## src/osw_regs.vh

```
// Register map, field positions and timing constants of the octal output switch control block
//
// Functional notes
// [RL1] With crc_check_enable_pin high every serial frame carries a checked CRC byte.
// [RL2] Checked frames are command, data and CRC; otherwise command and data only.
// [RL3] Open-drain fault pin pulled low while an enabled fault flag stands.
// [RL4] Rising strobe edge copies the stored output state onto all outputs together.
// [RL5] With the strobe held high a state write reaches the outputs at once.
// [RL6] Sixteen LEDs on a 4x4 scanned matrix show on state and fault per channel.
// [RL7] Lamp load at turn-on suppresses that channel's warnings for 200 ms.
// [RL8] Lamp detection sets no flag and raises no fault.
// [RL9] Overcurrent on a channel sets its bit in the overcurrent flag register.
// [RL10] Overcurrent fault mask resets to one, so overcurrent drives the fault pin.
// [RL11] Mask bit zero keeps overcurrent off the fault pin; flags still record.
// [RL12] Thermal overload sets its flag and asserts fault regardless of the mask.
// [RL13] Fault holds until the condition is gone and the host clears the flags.
// [RL14] With the strobe low a state write only stores the pending state.
`ifndef OSW_REGS_VH
`define OSW_REGS_VH
`define OSW_A_OUT 4'h0
`define OSW_A_OCF 4'h1
`define OSW_A_THF 4'h2
`define OSW_A_CFG 4'h3
`define OSW_A_OCCLR 4'h4
`define OSW_A_THCLR 4'h5
`define OSW_A_IST 4'h6
`define OSW_A_ICLR 4'h7
`define OSW_A_IEN 4'h8
`define OSW_A_OUTNOW 4'h9
`define OSW_CFG_RST 8'h01
`define OSW_CFG_OCMASK 0
`define OSW_IRQ_OC 0
`define OSW_IRQ_TH 1
`define OSW_IRQ_CRC 2
`define OSW_IRQ_FRM 3
`define OSW_CRC_POLY 8'h07
`define OSW_WR_BIT 7
`define OSW_FRM_BITS 5'h10
`define OSW_FRM_BITS_CRC 5'h18
`define OSW_CLK_MHZ 40
`define OSW_LAMP_MS 200
`define OSW_LAMP_CYC (`OSW_LAMP_MS * 1000 * `OSW_CLK_MHZ)
`define OSW_SCAN_US 100
`define OSW_SCAN_CYC (`OSW_SCAN_US * `OSW_CLK_MHZ)
`endif

```

## src/osw_ctrl_note_end.v

```verilog
`default_nettype none
`default_nettype wire

```

## src/osw_ctrl.v

```verilog
// Octal high-side output control: serial link, output update, fault flags, LED matrix
//
// Local design decisions: the plain strobed port and the register addresses.
`include "osw_regs.vh"
`default_nettype none
module osw_ctrl #(
  parameter integer LAMP_CYC = `OSW_LAMP_CYC
) (
  input wire sys_clk,
  input wire reset,
  input wire [3:0] reg_addr,
  input wire [7:0] reg_wdata,
  input wire reg_wr,
  input wire reg_rd,
  output reg [7:0] reg_rdata,
  input wire spi_sclk,
  input wire spi_cs_n,
  input wire spi_mosi,
  output reg spi_miso,
  output reg spi_miso_oe,
  input wire crc_check_enable_pin,
  input wire output_update_strobe,
  input wire [7:0] oc_detect,
  input wire [7:0] th_detect,
  input wire [7:0] lamp_detect,
  output reg [7:0] hs_out,
  output reg fault_n_o,
  output reg fault_n_oe,
  output reg [3:0] led_row,
  output reg [3:0] led_col,
  output reg irq
);

  localparam integer SCAN_FULL = `OSW_SCAN_CYC;
  // Scan period and lamp window fit their counters; cut to width on purpose
  localparam [11:0] SCAN_CYC = SCAN_FULL[11:0];
  localparam [22:0] LAMP_LOAD = LAMP_CYC[22:0];

  ////////////////////////////////////////////////////////////////////////////
  // Pin synchronisers; stage one feeds only stage two
  reg [28:0] sync1_r;
  reg [28:0] sync2_r;
  reg [2:0] edge_d_r;
  wire s_sclk = sync2_r[28];
  wire s_csn = sync2_r[27];
  wire s_mosi = sync2_r[26];
  wire s_crc_check_enable_pin = sync2_r[25];
  wire s_strobe = sync2_r[24];
  wire [7:0] s_oc = sync2_r[23:16];
  wire [7:0] s_th = sync2_r[15:8];
  wire [7:0] s_lamp = sync2_r[7:0];

  always @(posedge sys_clk) begin
    if (reset) begin
      // Idle levels: link clock low, select high, so no false edge follows reset
      sync1_r <= 29'h08000000;
      sync2_r <= 29'h08000000;
      edge_d_r <= 3'h2;
    end else begin
      sync1_r <= {spi_sclk, spi_cs_n, spi_mosi, crc_check_enable_pin, output_update_strobe,
                  oc_detect, th_detect, lamp_detect};
      sync2_r <= sync1_r;
      edge_d_r <= {s_sclk, s_csn, s_strobe};
    end
  end

  wire sclk_rise = s_sclk & ~edge_d_r[2];
  wire sclk_fall = ~s_sclk & edge_d_r[2];
  wire cs_start = edge_d_r[1] & ~s_csn;
  wire cs_end = ~edge_d_r[1] & s_csn;
  wire strobe_rise = s_strobe & ~edge_d_r[0];

  ////////////////////////////////////////////////////////////////////////////
  // Register state
  reg [7:0] out_state_r;
  reg [7:0] ocf_r;
  reg [7:0] thf_r;
  reg [7:0] cfg_r;
  reg [3:0] ist_r;
  reg [3:0] ien_r;
  reg spi_pend_r;
  reg [3:0] spi_addr_r;
  reg [7:0] spi_data_r;

  // Host port wins a same-cycle collision; the serial write waits until reg_wr drops
  wire wr_en = reg_wr | spi_pend_r;
  wire [3:0] wr_addr = reg_wr ? reg_addr : spi_addr_r;
  wire [7:0] wr_data = reg_wr ? reg_wdata : spi_data_r;

  function [7:0] rd_val;
    input [3:0] a;
    begin
      case (a)
        `OSW_A_OUT: rd_val = out_state_r;
        `OSW_A_OCF: rd_val = ocf_r;
        `OSW_A_THF: rd_val = thf_r;
        `OSW_A_CFG: rd_val = cfg_r;
        `OSW_A_IST: rd_val = {4'h0, ist_r};
        `OSW_A_IEN: rd_val = {4'h0, ien_r};
        `OSW_A_OUTNOW: rd_val = hs_out;
        default: rd_val = 8'h00;
      endcase
    end
  endfunction

  function [7:0] crc_step;
    input [7:0] c;
    input b;
    begin
      crc_step = {c[6:0], 1'b0} ^ ((c[7] ^ b) ? `OSW_CRC_POLY : 8'h00);
    end
  endfunction

  ////////////////////////////////////////////////////////////////////////////
  // Serial link, mode 0, sampled on the system clock
  reg [4:0] bit_cnt_r;
  reg [23:0] in_sh_r;
  reg [7:0] out_sh_r;
  reg [7:0] cmd_r;
  reg [7:0] crc_in_r;
  reg [7:0] crc_out_r;
  reg ev_crc_r;
  reg ev_frm_r;

  wire [4:0] frm_len = s_crc_check_enable_pin ? `OSW_FRM_BITS_CRC : `OSW_FRM_BITS; // RL2
  wire crc_ok = ~s_crc_check_enable_pin | (in_sh_r[7:0] == crc_in_r); // RL1
  wire frm_ok = (bit_cnt_r == frm_len) & crc_ok;

  always @(posedge sys_clk) begin
    if (reset) begin
      bit_cnt_r <= 5'h00;
      in_sh_r <= 24'h000000;
      out_sh_r <= 8'h00;
      cmd_r <= 8'h00;
      crc_in_r <= 8'h00;
      crc_out_r <= 8'h00;
      spi_miso <= 1'b0;
      spi_miso_oe <= 1'b0;
      ev_crc_r <= 1'b0;
      ev_frm_r <= 1'b0;
      spi_pend_r <= 1'b0;
      spi_addr_r <= 4'h0;
      spi_data_r <= 8'h00;
    end else begin
      ev_crc_r <= 1'b0;
      ev_frm_r <= 1'b0;
      if (!reg_wr) begin
        spi_pend_r <= 1'b0;
      end
      if (cs_start) begin
        // First byte out is the per-channel fault summary
        bit_cnt_r <= 5'h00;
        crc_in_r <= 8'h00;
        crc_out_r <= 8'h00;
        spi_miso_oe <= 1'b1;
        spi_miso <= ocf_r[7] | thf_r[7];
        out_sh_r <= {ocf_r[6:0] | thf_r[6:0], 1'b0};
      end else if (cs_end) begin
        spi_miso_oe <= 1'b0;
        ev_frm_r <= frm_ok;
        ev_crc_r <= ~frm_ok; // RL1
        if (frm_ok && cmd_r[`OSW_WR_BIT]) begin
          spi_pend_r <= 1'b1;
          spi_addr_r <= cmd_r[3:0];
          spi_data_r <= s_crc_check_enable_pin ? in_sh_r[15:8] : in_sh_r[7:0];
        end
      end else if (!s_csn && sclk_rise) begin
        in_sh_r <= {in_sh_r[22:0], s_mosi};
        if (bit_cnt_r != 5'h1F) begin
          bit_cnt_r <= bit_cnt_r + 5'h01;
        end
        if (bit_cnt_r < `OSW_FRM_BITS) begin
          crc_in_r <= crc_step(crc_in_r, s_mosi);
          crc_out_r <= crc_step(crc_out_r, spi_miso);
        end
        if (bit_cnt_r == 5'h07) begin
          cmd_r <= {in_sh_r[6:0], s_mosi};
        end
      end else if (!s_csn && sclk_fall) begin
        if (bit_cnt_r == 5'h08) begin
          {spi_miso, out_sh_r} <= {rd_val(cmd_r[3:0]), 1'b0};
        end else if (bit_cnt_r == `OSW_FRM_BITS) begin
          spi_miso <= crc_out_r[7]; // RL1
          out_sh_r <= {crc_out_r[6:0], 1'b0};
        end else begin
          spi_miso <= out_sh_r[7];
          out_sh_r <= {out_sh_r[6:0], 1'b0};
        end
      end
    end
  end

  ////////////////////////////////////////////////////////////////////////////
  // Lamp-load blanking per channel
  wire [7:0] lamp_sup;
  reg [7:0] lamp_d_r;
  wire [7:0] lamp_rise = s_lamp & ~lamp_d_r;

  always @(posedge sys_clk) begin
    if (reset) begin
      lamp_d_r <= 8'h00;
    end else begin
      lamp_d_r <= s_lamp;
    end
  end

  genvar g;
  generate
    for (g = 0; g < 8; g = g + 1) begin : g_lamp
      reg [22:0] cnt_r;
      always @(posedge sys_clk) begin
        if (reset) begin
          cnt_r <= 23'h000000;
        end else if (lamp_rise[g] && hs_out[g]) begin
          cnt_r <= LAMP_LOAD; // RL7
        end else if (cnt_r != 23'h000000) begin
          cnt_r <= cnt_r - 23'h000001;
        end
      end
      assign lamp_sup[g] = (cnt_r != 23'h000000);
    end
  endgenerate

  // Blanking only hides events; nothing records the lamp itself
  wire [7:0] oc_ev = s_oc & ~lamp_sup; // RL7 RL8
  wire [7:0] th_ev = s_th & ~lamp_sup; // RL7 RL8

  ////////////////////////////////////////////////////////////////////////////
  // Registers, flags, outputs, interrupt
  wire wr_out = wr_en && (wr_addr == `OSW_A_OUT);
  wire [7:0] occlr = (wr_en && wr_addr == `OSW_A_OCCLR) ? wr_data : 8'h00;
  wire [7:0] thclr = (wr_en && wr_addr == `OSW_A_THCLR) ? wr_data : 8'h00;
  wire [3:0] iclr = (wr_en && wr_addr == `OSW_A_ICLR) ? wr_data[3:0] : 4'h0;
  wire [3:0] ev = {ev_frm_r, ev_crc_r, |th_ev, |oc_ev};
  wire [3:0] ist_nxt = (ist_r & ~iclr) | ev;
  wire [7:0] ocf_nxt = (ocf_r & ~occlr) | oc_ev; // RL9 RL13
  wire [7:0] thf_nxt = (thf_r & ~thclr) | th_ev; // RL12 RL13

  always @(posedge sys_clk) begin
    if (reset) begin
      out_state_r <= 8'h00;
      hs_out <= 8'h00;
      ocf_r <= 8'h00;
      thf_r <= 8'h00;
      cfg_r <= `OSW_CFG_RST; // RL10
      ist_r <= 4'h0;
      ien_r <= 4'h0;
      irq <= 1'b0;
      fault_n_o <= 1'b0;
      fault_n_oe <= 1'b0;
      reg_rdata <= 8'h00;
    end else begin
      if (wr_out) begin
        out_state_r <= wr_data; // RL14
      end
      if (wr_out && s_strobe) begin
        hs_out <= wr_data; // RL5
      end else if (strobe_rise) begin
        hs_out <= out_state_r; // RL4
      end
      if (wr_en && wr_addr == `OSW_A_CFG) begin
        cfg_r <= wr_data;
      end
      if (wr_en && wr_addr == `OSW_A_IEN) begin
        ien_r <= wr_data[3:0];
      end
      ocf_r <= ocf_nxt;
      thf_r <= thf_nxt;
      ist_r <= ist_nxt;
      irq <= |(ist_nxt & ien_r);
      // Pin released when no enabled flag stands; flags clear only once the cause is gone
      fault_n_oe <= (|ocf_nxt & cfg_r[`OSW_CFG_OCMASK]) | (|thf_nxt); // RL3 RL11 RL12 RL13
      if (reg_rd) begin
        reg_rdata <= rd_val(reg_addr);
      end
    end
  end

  ////////////////////////////////////////////////////////////////////////////
  // LED matrix: rows 0-1 on state, rows 2-3 fault per channel
  reg [11:0] scan_cnt_r;
  reg [1:0] row_r;
  wire [15:0] led_map = {ocf_r | thf_r, hs_out};

  always @(posedge sys_clk) begin
    if (reset) begin
      scan_cnt_r <= 12'h000;
      row_r <= 2'h0;
      led_row <= 4'h0;
      led_col <= 4'h0;
    end else begin
      if (scan_cnt_r == SCAN_CYC - 12'h001) begin
        scan_cnt_r <= 12'h000;
        row_r <= row_r + 2'h1;
      end else begin
        scan_cnt_r <= scan_cnt_r + 12'h001;
      end
      led_row <= 4'h1 << row_r; // RL6
      led_col <= led_map[row_r * 4 +: 4]; // RL6
    end
  end

endmodule
`default_nettype wire

```

## config.mk

```make
export PLATFORM = sky130hd
export DESIGN_NAME = osw_ctrl
export DESIGN_NICKNAME = d
export VERILOG_FILES = /design/src/osw_ctrl_note_end.v /design/src/osw_ctrl.v
export VERILOG_INCLUDE_DIRS = /design/src
export SDC_FILE = /design/constraint.sdc
export NUM_CORES = 1
export LEC_CHECK = 0
export ABC_CLOCK_PERIOD_IN_PS = 5300
export BUFFER_PORTS_ARGS = -buffer_cell sky130_fd_sc_hd__buf_4
export CAP_MARGIN = 5
export CORE_AREA = 2 2 269 271
export CTS_CLUSTER_DIAMETER = 100
export CTS_CLUSTER_SIZE = 20
export DETAILED_ROUTE_END_ITERATION = 10
export DIE_AREA = 0 0 271 273
export PLACE_DENSITY_LB_ADDON = 0.1
export SYNTH_ARGS = -nofsm -noshare
export SYNTH_HDL_FRONTEND = slang
export SYNTH_SLANG_ARGS = --single-unit
```

## constraint.sdc

```tcl
create_clock -name sys_clk -period 5.3 [get_ports sys_clk]
set_input_delay 0.265 -clock sys_clk [delete_from_list [all_inputs] [get_ports sys_clk]]
set_output_delay 0.265 -clock sys_clk [all_outputs]
set_load 0.01 [all_outputs]
```

=== After elaboration in Yosys (flattened, before gate mapping) ===
Cells that the tools add are included.

* Register bits after elaboration: 403
* Word-level logic and storage cells: 241

* Order comparisons: 1
* Equality and inequality tests: 26
* Add/sub/neg operators: 11
* Bitwise logic cells: 42
* Shifts and indexed selects: 2
* Mux-type cells: 47
* Reduce and logical (&&, ||, !) cells: 64

{| class="wikitable"
|+ Operators by type and width
! kind !! number
|-
| $mux W23 || 16
|-
| $reduce_bool A23 Y1 || 8
|-
| $sub A23 B1 Y23 const B || 8
|-
| $pmux W8 S7 || 2
|-
| $mux W8 || 12
|-
| $and A8 B8 Y8 || 5
|-
| $not A8 Y8 || 4
|-
| $reduce_or A8 Y1 || 4
|-
| $or A8 B8 Y8 || 3
|-
| $reduce_bool A2 Y1 || 11
|-
| $eq A4 B2 Y1 const B || 5
|-
| $eq A4 B3 Y1 const B || 5
|-
| $eq A4 B4 Y1 const B || 5
|-
| $reduce_or A2 Y1 || 10
|-
| $logic_and A1 B1 Y1 || 18
|-
| $reduce_and A3 Y1 || 6
|-
| $shiftx A16 B5 Y4 || 1
|-
| $xor A8 B3 Y8 || 2
|-
| $add A12 B1 Y12 const B || 1
|-
| $eq A12 B12 Y1 const B || 1
|-
| $logic_not A4 Y1 || 3
|-
| $mux W1 || 12
|-
| $mux W4 || 3
|-
| $not A1 Y1 || 10
|-
| other kinds (24) || 38
|}

=== Logic depth before layout (Yosys ltp) ===
Gate-level depths: netlist of run 1.

* Depth after elaboration: 10
* Mapped depth: 9

=== Worst setup path before layout of run 1 ===
No wires, ideal clock.

* Path type: flip-flop to flip-flop
* Start point: register g_lamp[0].cnt_r[6]
* End point: register fault_n_oe
* Arrival time: 2.301 ns
* Clock period less this slack: 2.378 ns
* Path slack: 2.922 ns
* Setup time: 0.077 ns
* Stages on the path, launching flop included: 10
* Cell sequence: dfxtp_1 or4_4 buf_6 or4_4 buf_6 or3_1 buf_2 o21ai_2 nor4_1 a41oi_2

* Longest elaborated chain between the ends: 7
* Elaborated cells on any way between the ends: 10

{| class="wikitable"
|+ Ends and longest elaborated chain
! element !! RTL line !! source
|-
| start: declaration || osw_ctrl.v:210 || <nowiki>reg [22:0] cnt_r;</nowiki>
|-
| start signal: assignment || osw_ctrl.v:217 || <nowiki>cnt_r <= cnt_r - 23'h000001;</nowiki>
|-
| $reduce_bool A23 Y1 (*) || osw_ctrl.v:220 || <nowiki>assign lamp_sup[g] = (cnt_r != 23'h000000);</nowiki>
|-
| $not A8 Y8 (*) || osw_ctrl.v:225, osw_ctrl.v:226 ||
|-
| $and A8 B8 Y8 || osw_ctrl.v:225 || <nowiki>wire [7:0] oc_ev = s_oc & ~lamp_sup;</nowiki>
|-
| $or A8 B8 Y8 || osw_ctrl.v:236 || <nowiki>wire [7:0] ocf_nxt = (ocf_r & ~occlr) | oc_ev;</nowiki>
|-
| $reduce_or A8 Y1 || osw_ctrl.v:272 || <nowiki>fault_n_oe <= (|ocf_nxt & cfg_r[`OSW_CFG_OCMASK]) | (|thf_nxt);</nowiki>
|-
| $and A1 B1 Y1 || osw_ctrl.v:272 ||
|-
| $or A1 B1 Y1 (*) || osw_ctrl.v:272 ||
|-
| end signal: assignment || osw_ctrl.v:272 ||
|-
| end: declaration || osw_ctrl.v:28 || <nowiki>output reg fault_n_oe,</nowiki>
|}

Mark *: on every way between the ends. The rest lies on a longest branch, timed or not.
A chain may end at the register's enable or synchronous reset.

=== Final worst setup path of run 1 ===
* Start point: register g_lamp[5].cnt_r[4]
* End point: register g_lamp[5].cnt_r[7]

* Longest elaborated chain between the ends: 1
* Elaborated cells on any way between the ends: 2

{| class="wikitable"
|+ Ends and longest elaborated chain
! element !! RTL line
|-
| start: declaration || osw_ctrl.v:210
|-
| start signal: assignment || osw_ctrl.v:217
|-
| $sub A23 B1 Y23 / $reduce_bool A23 Y1 (equally long branches) || osw_ctrl.v:217, osw_ctrl.v:216
|}

Parallel ways exist; a longest one is shown, timed or not.

==> results of run 1 <==
-- through the flow --
| stage | std cells | power, mW | util | worst slack [ns] | hold WS, ns |
|---|---|---|---|---|---|
| finish | 2990 | 10.5 | 0.284 | 2.39 | 0.0488 |
| global route | 2990 | 11.4 | 0.284 | 2.17 | 0.0327 |
| CTS | 2990 | 10.7 | 0.284 | 2.41 | 0.00327 |
| detailed placement | 2920 | 8.44 | 0.268 | 2.40 | 0.426 |
| global placement | 2920 | 8.40 | 0.268 | 2.44 | 0.418 |
| floorplan | 1987 | 7.53 | - | 2.92 | 0.369 |
-- cells in the final DEF, fill, tap and decap left out, types with 28 or more instances in the layout --
cell	netlist	layout
nor2b_1	94	94
nand3b_1	29	29
dfxtp_1	399	399
dlygate4sd3_1	0	29
o21ai_0	45	45
mux2i_1	41	41
buf_4	1	84
nor4_1	58	58
nor3_1	67	67
inv_1	37	37
nor2_1	251	251
xor2_1	66	66
or3_1	44	44
nand2_1	125	125
a21oi_1	160	160
xnor2_1	108	108
a211oi_1	28	28
-- synthesized netlist by cell type (44+ instances only) --
cell type | number | area (sq um)
dfxtp_1 | 399 | 7990
o21ai_0 | 45 | 225
nor2_1 | 251 | 942
a21oi_1 | 160 | 801
nor4_1 | 58 | 363
nand2_1 | 125 | 469
clkbuf_1 | 82 | 308
nor3_1 | 67 | 335
xor2_1 | 66 | 578
xnor2_1 | 108 | 946
nor2b_1 | 94 | 588
or3_1 | 44 | 275
-- cell families after synthesis --
kind of cell,count (synthesis)
compound gates,342
xor+xnor,174
fa+ha+maj,23
buf+inv,139
flops,399
mux,68
other cells,1
simple gates,841
-- report_power, final --
group | total, mW | switching (mW) | internal, mW
combinational | 4.21 | 2.41 | 1.80
sequential | 4.17 | 0.559 | 3.61
clock | 2.16 | 1.15 | 1.01
total | 10.5 | 4.12 | 6.42
-- worst min path at each step --
| stage | start | endpoint | cells past startpoint |
|---|---|---|---|
| global placement | sync1_r[3] | sync2_r[3] | 1 |
| CTS | reg_rd | reg_rdata[0] | 3 |
| finish | reg_rd | reg_rdata[0] | 3 |
| floorplan | spi_cs_n | sync1_r[27] | 1 |
| detailed placement | sync1_r[0] | sync2_r[0] | 1 |
| global route | reg_rd | reg_rdata[0] | 3 |
-- critical path: stages, from the launching register on --
cell and delay (ns):
dfxtp_1 0.36, or4_1 0.62, or4_4 0.56, o211ai_1 0.80, or4_1 0.24, xor2_1 0.14, nor2_1 0.05
-- metal layers --
metal | global-route usage | vias to the layer above | part of all wire | wire length (um)
met2 | 0.230 | 186 | 0.47 | 24000
met3 | 0.0170 | 41 | 0.034 | 1720
met1 | 0.187 | 6708 | 0.48 | 24700
li1 | - | 7036 | - | -
met4 | 0.0236 | 0 | 0.015 | 788
met5 | 0 | - | 0 | 0
-- timing repair --
action,4_1_cts,5_1_grt
endpoints found under the hold margin,29,0
endpoints found under the setup margin,0,0
buffers inserted,0,0
hold buffers,29,0
-- state kept, by name, summed over array words and instances, names as in the netlist, 12 cells and up --
register / cells
sync2_r: 29
g_lamp.cnt_r: 184
in_sh_r: 16
sync1_r: 29
scan_cnt_r: 12
-- cell type report --
cell class / instances / area [sq um]
Tap cell: 950 / 1190
Inverter: 37 / 139
Clock inverter: 11 / 126
Fill cell: 7580 / 50800
Clock buffer: 30 / 697
Timing Repair Buffer: 114 / 935
Sequential cell: 399 / 7990
Multi-Input combinational cell: 1449 / 9090
==> reports/qor.yml, run 1 <==
clock_tree:
  htreeDepth: 1
  cts_root_buf: "clkbuf_16"
  post_cts_resized: 0
  clock_latency_ns: 0.58
  numCtsBuffers: 27
  tritoncts: "yes"
  cts_buffer_depth: 3
  clk_pin_slew_ns: 0.08
  cts_sinks: 399
synthesis:
  synth_edf_count: 0
  synth_fa_ha_area_frac: 0.0163
  yosysUniqueCellTypes: 76
  synthesis.area_sq_um: 17600
  yosys_warnings: 0
  ys_ff_latch: 399
  synth_simple_gate_area_frac: 0.250
  ys_seq_area_frac: 0.453
  syn_inst: 1987
  synth-compound-area-share: 0.120
  synth_xor_area_frac: 0.0865
  syn_nets: 2055
  synthMuxAreaShare: 0.0425
  syn_area_per_cell_sq_um: 8.87
  synth_top_family_by_area: "simple AND/OR/NAND/NOR gates"
  synthArstFlopShare: 0
  synthFlopType: "dfxtp_1"
setup_path:
  r2r-start: "g_lamp[5].cnt_r[4]"
  critPathCapture: "g_lamp[5].cnt_r[7]"
  worstSetupStartpoint: "g_lamp[5].cnt_r[4]"
  r2r_slack_ns: 2.39
  cp_data_required_time_ns: 5.75
  startpoint_type: "flip-flop"
  crit_path_end_kind: "flip-flop"
  reg2reg_depth: 6
  r2r_end: "g_lamp[5].cnt_r[7]"
  critPathArrivalTime_ns: 3.35
  path_max_fanout: 11
  crit_type: "reg -> reg"
sta:
  hold_viol: 0
  period_share: 0.548
  rsz0062_at_grt: "false"
  drv_slew: 0
  finalSetupViolations: 0
  max_freq_mhz: 344
  fin_crit_ns: 2.91
  slew_headroom: 0.206
  fin_setup_tns_ns: 0
  tightest_slew_ns: 1.18
  skew_ns: 0.0190
drt:
  via_count: 14000
  drt-pass1-iter-count: 7
  wl_per_cell_um: 17.1
  drtIter0Drc: 796
  route.detailed.drc: 0
  antenna_left: 0
  finalWirelength_um: 51200
  vias_per_cell: 4.67
layout:
  drive_gt1_frac: 0.0917
  area_growth_pct: 14.5
  nets: 2096
  antennaDiodeCount: 0
  fin_area_sq_um: 20200
flow_run:
  maxCapViolations: 0
global_routing:
  antenna_found_initial: 0
  grt_pass1_wl_um: 80400
  grt_max_degree: 91
  grt_pass1_vias: 13500
  grt_usage: 0.136
  grt-ovfl-total: 0
placed_design:
  place_area_sq_um: 19100
  portBuffers: 72
  gp_routability_congestion: 0.799
  hpwlAfterDp_um: 36500
power:
  p_leak_nw: 7.26
  ir_drop_v: 0.000219
  power_density_nw_per_um2: 522
floorplan:
  die_y_um: 273
  rows: 98
  core_sq_um: 71000
  start_util: 0.248
  fp.dieW_um: 271
  dieArea_sq_um: 74000
  pin_count: 74
status:
  status: "complete, no violations"
worst_hold_path:
  hold_path_class: "in -> reg"
Power figures use the tool's default switching activity.
==> inputs of run 2 (changes only) <==
ABC_CLOCK_PERIOD_IN_PS = 2400   (was 5300)
clock period = 2.4 ns   (was 5.3 ns; I/O delays follow)
==> reports/qor.yml, run 2 (synthesis results as in run 1) <==
layout:
  drive_gt1_frac: 0.180  # was 0.0917
  area_growth_pct: 23.7  # was 14.5%
  largest_register_ffs: 184  # unchanged
  fin_area_sq_um: 21800  # was 20200 sq um
  layout_common_cells: "392 x dfxtp_1, 251 x nor2_1, 239 x buf_4, 160 x a21oi_1, 125 x nand2_1"  # was 399 x dfxtp_1, 251 x nor2_1, 160 x a21oi_1, 125 x nand2_1, 108 x xnor2_1
  regMostFlops: "g_lamp.cnt_r"  # unchanged
  antennaDiodeCount: 0  # unchanged
  nets: 2261  # was 2096
  top_regs: "g_lamp.cnt_r x184, sync1_r x29, sync2_r x29"  # unchanged
  mostFrequentLayoutCell: "dfxtp_1"  # unchanged
sta:
  rsz0062_at_grt: "true"  # was false
  slew_headroom: 0.381  # was 0.206
  finalSetupViolations: 0  # unchanged
  skew_ns: 0.0186  # was 0.0190 ns
  hold_viol: 0  # unchanged
  period_share: 0.984  # was 0.548
  max_freq_mhz: 424  # was 344 MHz
  drv_slew: 0  # unchanged
  worst_slack_ns: 0.0395  # was 2.39 ns
  tightest_slew_ns: 0.927  # was 1.18 ns
  fin_crit_ns: 2.36  # was 2.91 ns
  timing.hold.ws_ns: 0.0270  # was 0.0488 ns
placed_design:
  place_ws_ns: -0.301  # was 2.40 ns
  place_area_sq_um: 20200  # was 19100 sq um
  portBuffers: 72  # unchanged
  hpwlAfterDp_um: 38500  # was 36500 um
  gp_routability_congestion: 0.799  # about the same
setup_path:
  crit_type: "reg -> reg"  # unchanged
  r2r-start: "g_lamp[1].cnt_r[18]"  # was g_lamp[5].cnt_r[4]
  worstSetupStartpoint: "g_lamp[1].cnt_r[18]"  # was g_lamp[5].cnt_r[4]
  critPathArrivalTime_ns: 2.91  # was 3.35 ns
  startpoint_type: "flip-flop"  # unchanged
  cp_data_required_time_ns: 2.95  # was 5.75 ns
  path_max_fanout: 6  # was 11
  crit_path_end_kind: "flip-flop"  # unchanged
global_routing:
  antenna_found_initial: 0  # unchanged
  grt_pass1_vias: 14100  # was 13500
  grt_pass1_wl_um: 82700  # was 80400 um
  grt-ovfl-total: 0  # unchanged
  grt_max_degree: 47  # was 91
  grt_usage: 0.140  # was 0.136
drt:
  wl_per_cell_um: 16.7  # was 17.1 um
  finalWirelength_um: 52800  # was 51200 um
  wl_met2_um: 24100  # was 24000 um
  vias_per_cell: 4.60  # was 4.67
  drtIter0Drc: 695  # was 796
  wl_met3_um: 1650  # was 1720 um
  top_layer_used: "met4"  # unchanged
  antenna_left: 0  # unchanged
  route.detailed.drc: 0  # unchanged
  drt-met1-wl_um: 25900  # was 24700 um
  via_count: 14500  # was 14000
  drt-pass1-iter-count: 5  # was 7
floorplan:
  die_y_um: 273  # unchanged
  fp.dieW_um: 271  # unchanged
  core_sq_um: 71000  # unchanged
  rows: 98  # unchanged
  start_util: 0.248  # unchanged
  dieArea_sq_um: 74000  # unchanged
  pin_count: 74  # unchanged
clock_tree:
  htreeDepth: 1  # unchanged
  clock_latency_ns: 0.60  # was 0.58 ns
  cts_root_buf: "clkbuf_16"  # unchanged
  cts_buffer_depth: 3  # unchanged
  cts_sinks: 399  # unchanged
  numCtsBuffers: 27  # unchanged
  tritoncts: "yes"  # unchanged
  clk_pin_slew_ns: 0.09  # was 0.08 ns
status:
  status: "complete, no violations"  # unchanged
power:
  ir_drop_v: 0.000486  # was 0.000219 V
  power_density_nw_per_um2: 1190  # was 522 nW/um^2
  p_leak_nw: 8.16  # was 7.26 nW
flow_run:
  maxCapViolations: 0  # unchanged
worst_hold_path:
  min_from: "reg_wdata[4]"  # was reg_rd
  hold_path_class: "in -> reg"  # unchanged
==> run 2: changes by cell type in the layout (fill, tap and decap cells not counted), moves of 5 or more <==
cell	delta
nor4_1	-7
or3_1	-5
dfxtp_1	-7
buf_4	+155
or4_1	-8
or3_4	+5
dfxtp_2	+7
or4_4	+8
==> run 2: path summary, 6_finish.rpt <==
kind / to / slack (ns) / depth (start not counted)
setup reg to reg: irq / 0.04 / 8
hold reg to reg: sync2_r[10] / 0.45 / 1
setup / recovery: irq / 0.04 / 8
hold / removal: cfg_r[4] / 0.03 / 4
==> run 2: report_power, final <==
part           leakage, nW  total, mW  internal (mW)  switching [mW]
Combinational         4.49       11.8           5.80            6.03
Sequential            3.26       9.15           7.97            1.18
Clock                0.411       4.94           2.33            2.61
==> run 2: timing repair <==
item	4_1_cts	5_1_grt
pin swaps	4	11
endpoints found under the setup margin	10	50
buffers inserted	1	9
hold buffers	32	0
resized for setup	22	47
cloned	0	1
endpoints found under the hold margin	47	0
==> run 2: metrics by stage <==
step                      power (mW)  TNS [ns]   util  std cells
after global placement          20.1    -0.424  0.285       3071
after detailed placement        20.2    -0.414  0.285       3071
after CTS                       25.6   -0.0175  0.303       3145
after global routing            28.0    -0.526  0.307       3155
after floorplan                 16.6         0      -       1987
final                           25.9         0  0.307       3155
==> run 2: cell type report <==
cell class | instances | area, sq um
Sequential cell | 399 | 8000
Inverter | 37 | 139
Fill cell | 7464 | 49200
Multi-Input combinational cell | 1449 | 9380
Timing Repair Buffer | 279 | 2240
Clock inverter | 12 | 161
Clock buffer | 29 | 683
Tap cell | 950 | 1190
==> run 2: metal layers <==
metal  track usage  up-vias
li1              -     7366
met1         0.194     6915
met2         0.230      171
met3        0.0167       49
met4        0.0340        0
met5             0        -
==> run 2: worst max-delay path, cell delays in order, from the launching register on <==
cell     delay [ns]
dfxtp_1        0.34
or4_4          0.55
or3_1          0.34
buf_4          0.18
nor4_1         0.23
buf_4          0.18
nor4b_4        0.05
a41oi_1        0.25
a221o_1        0.18
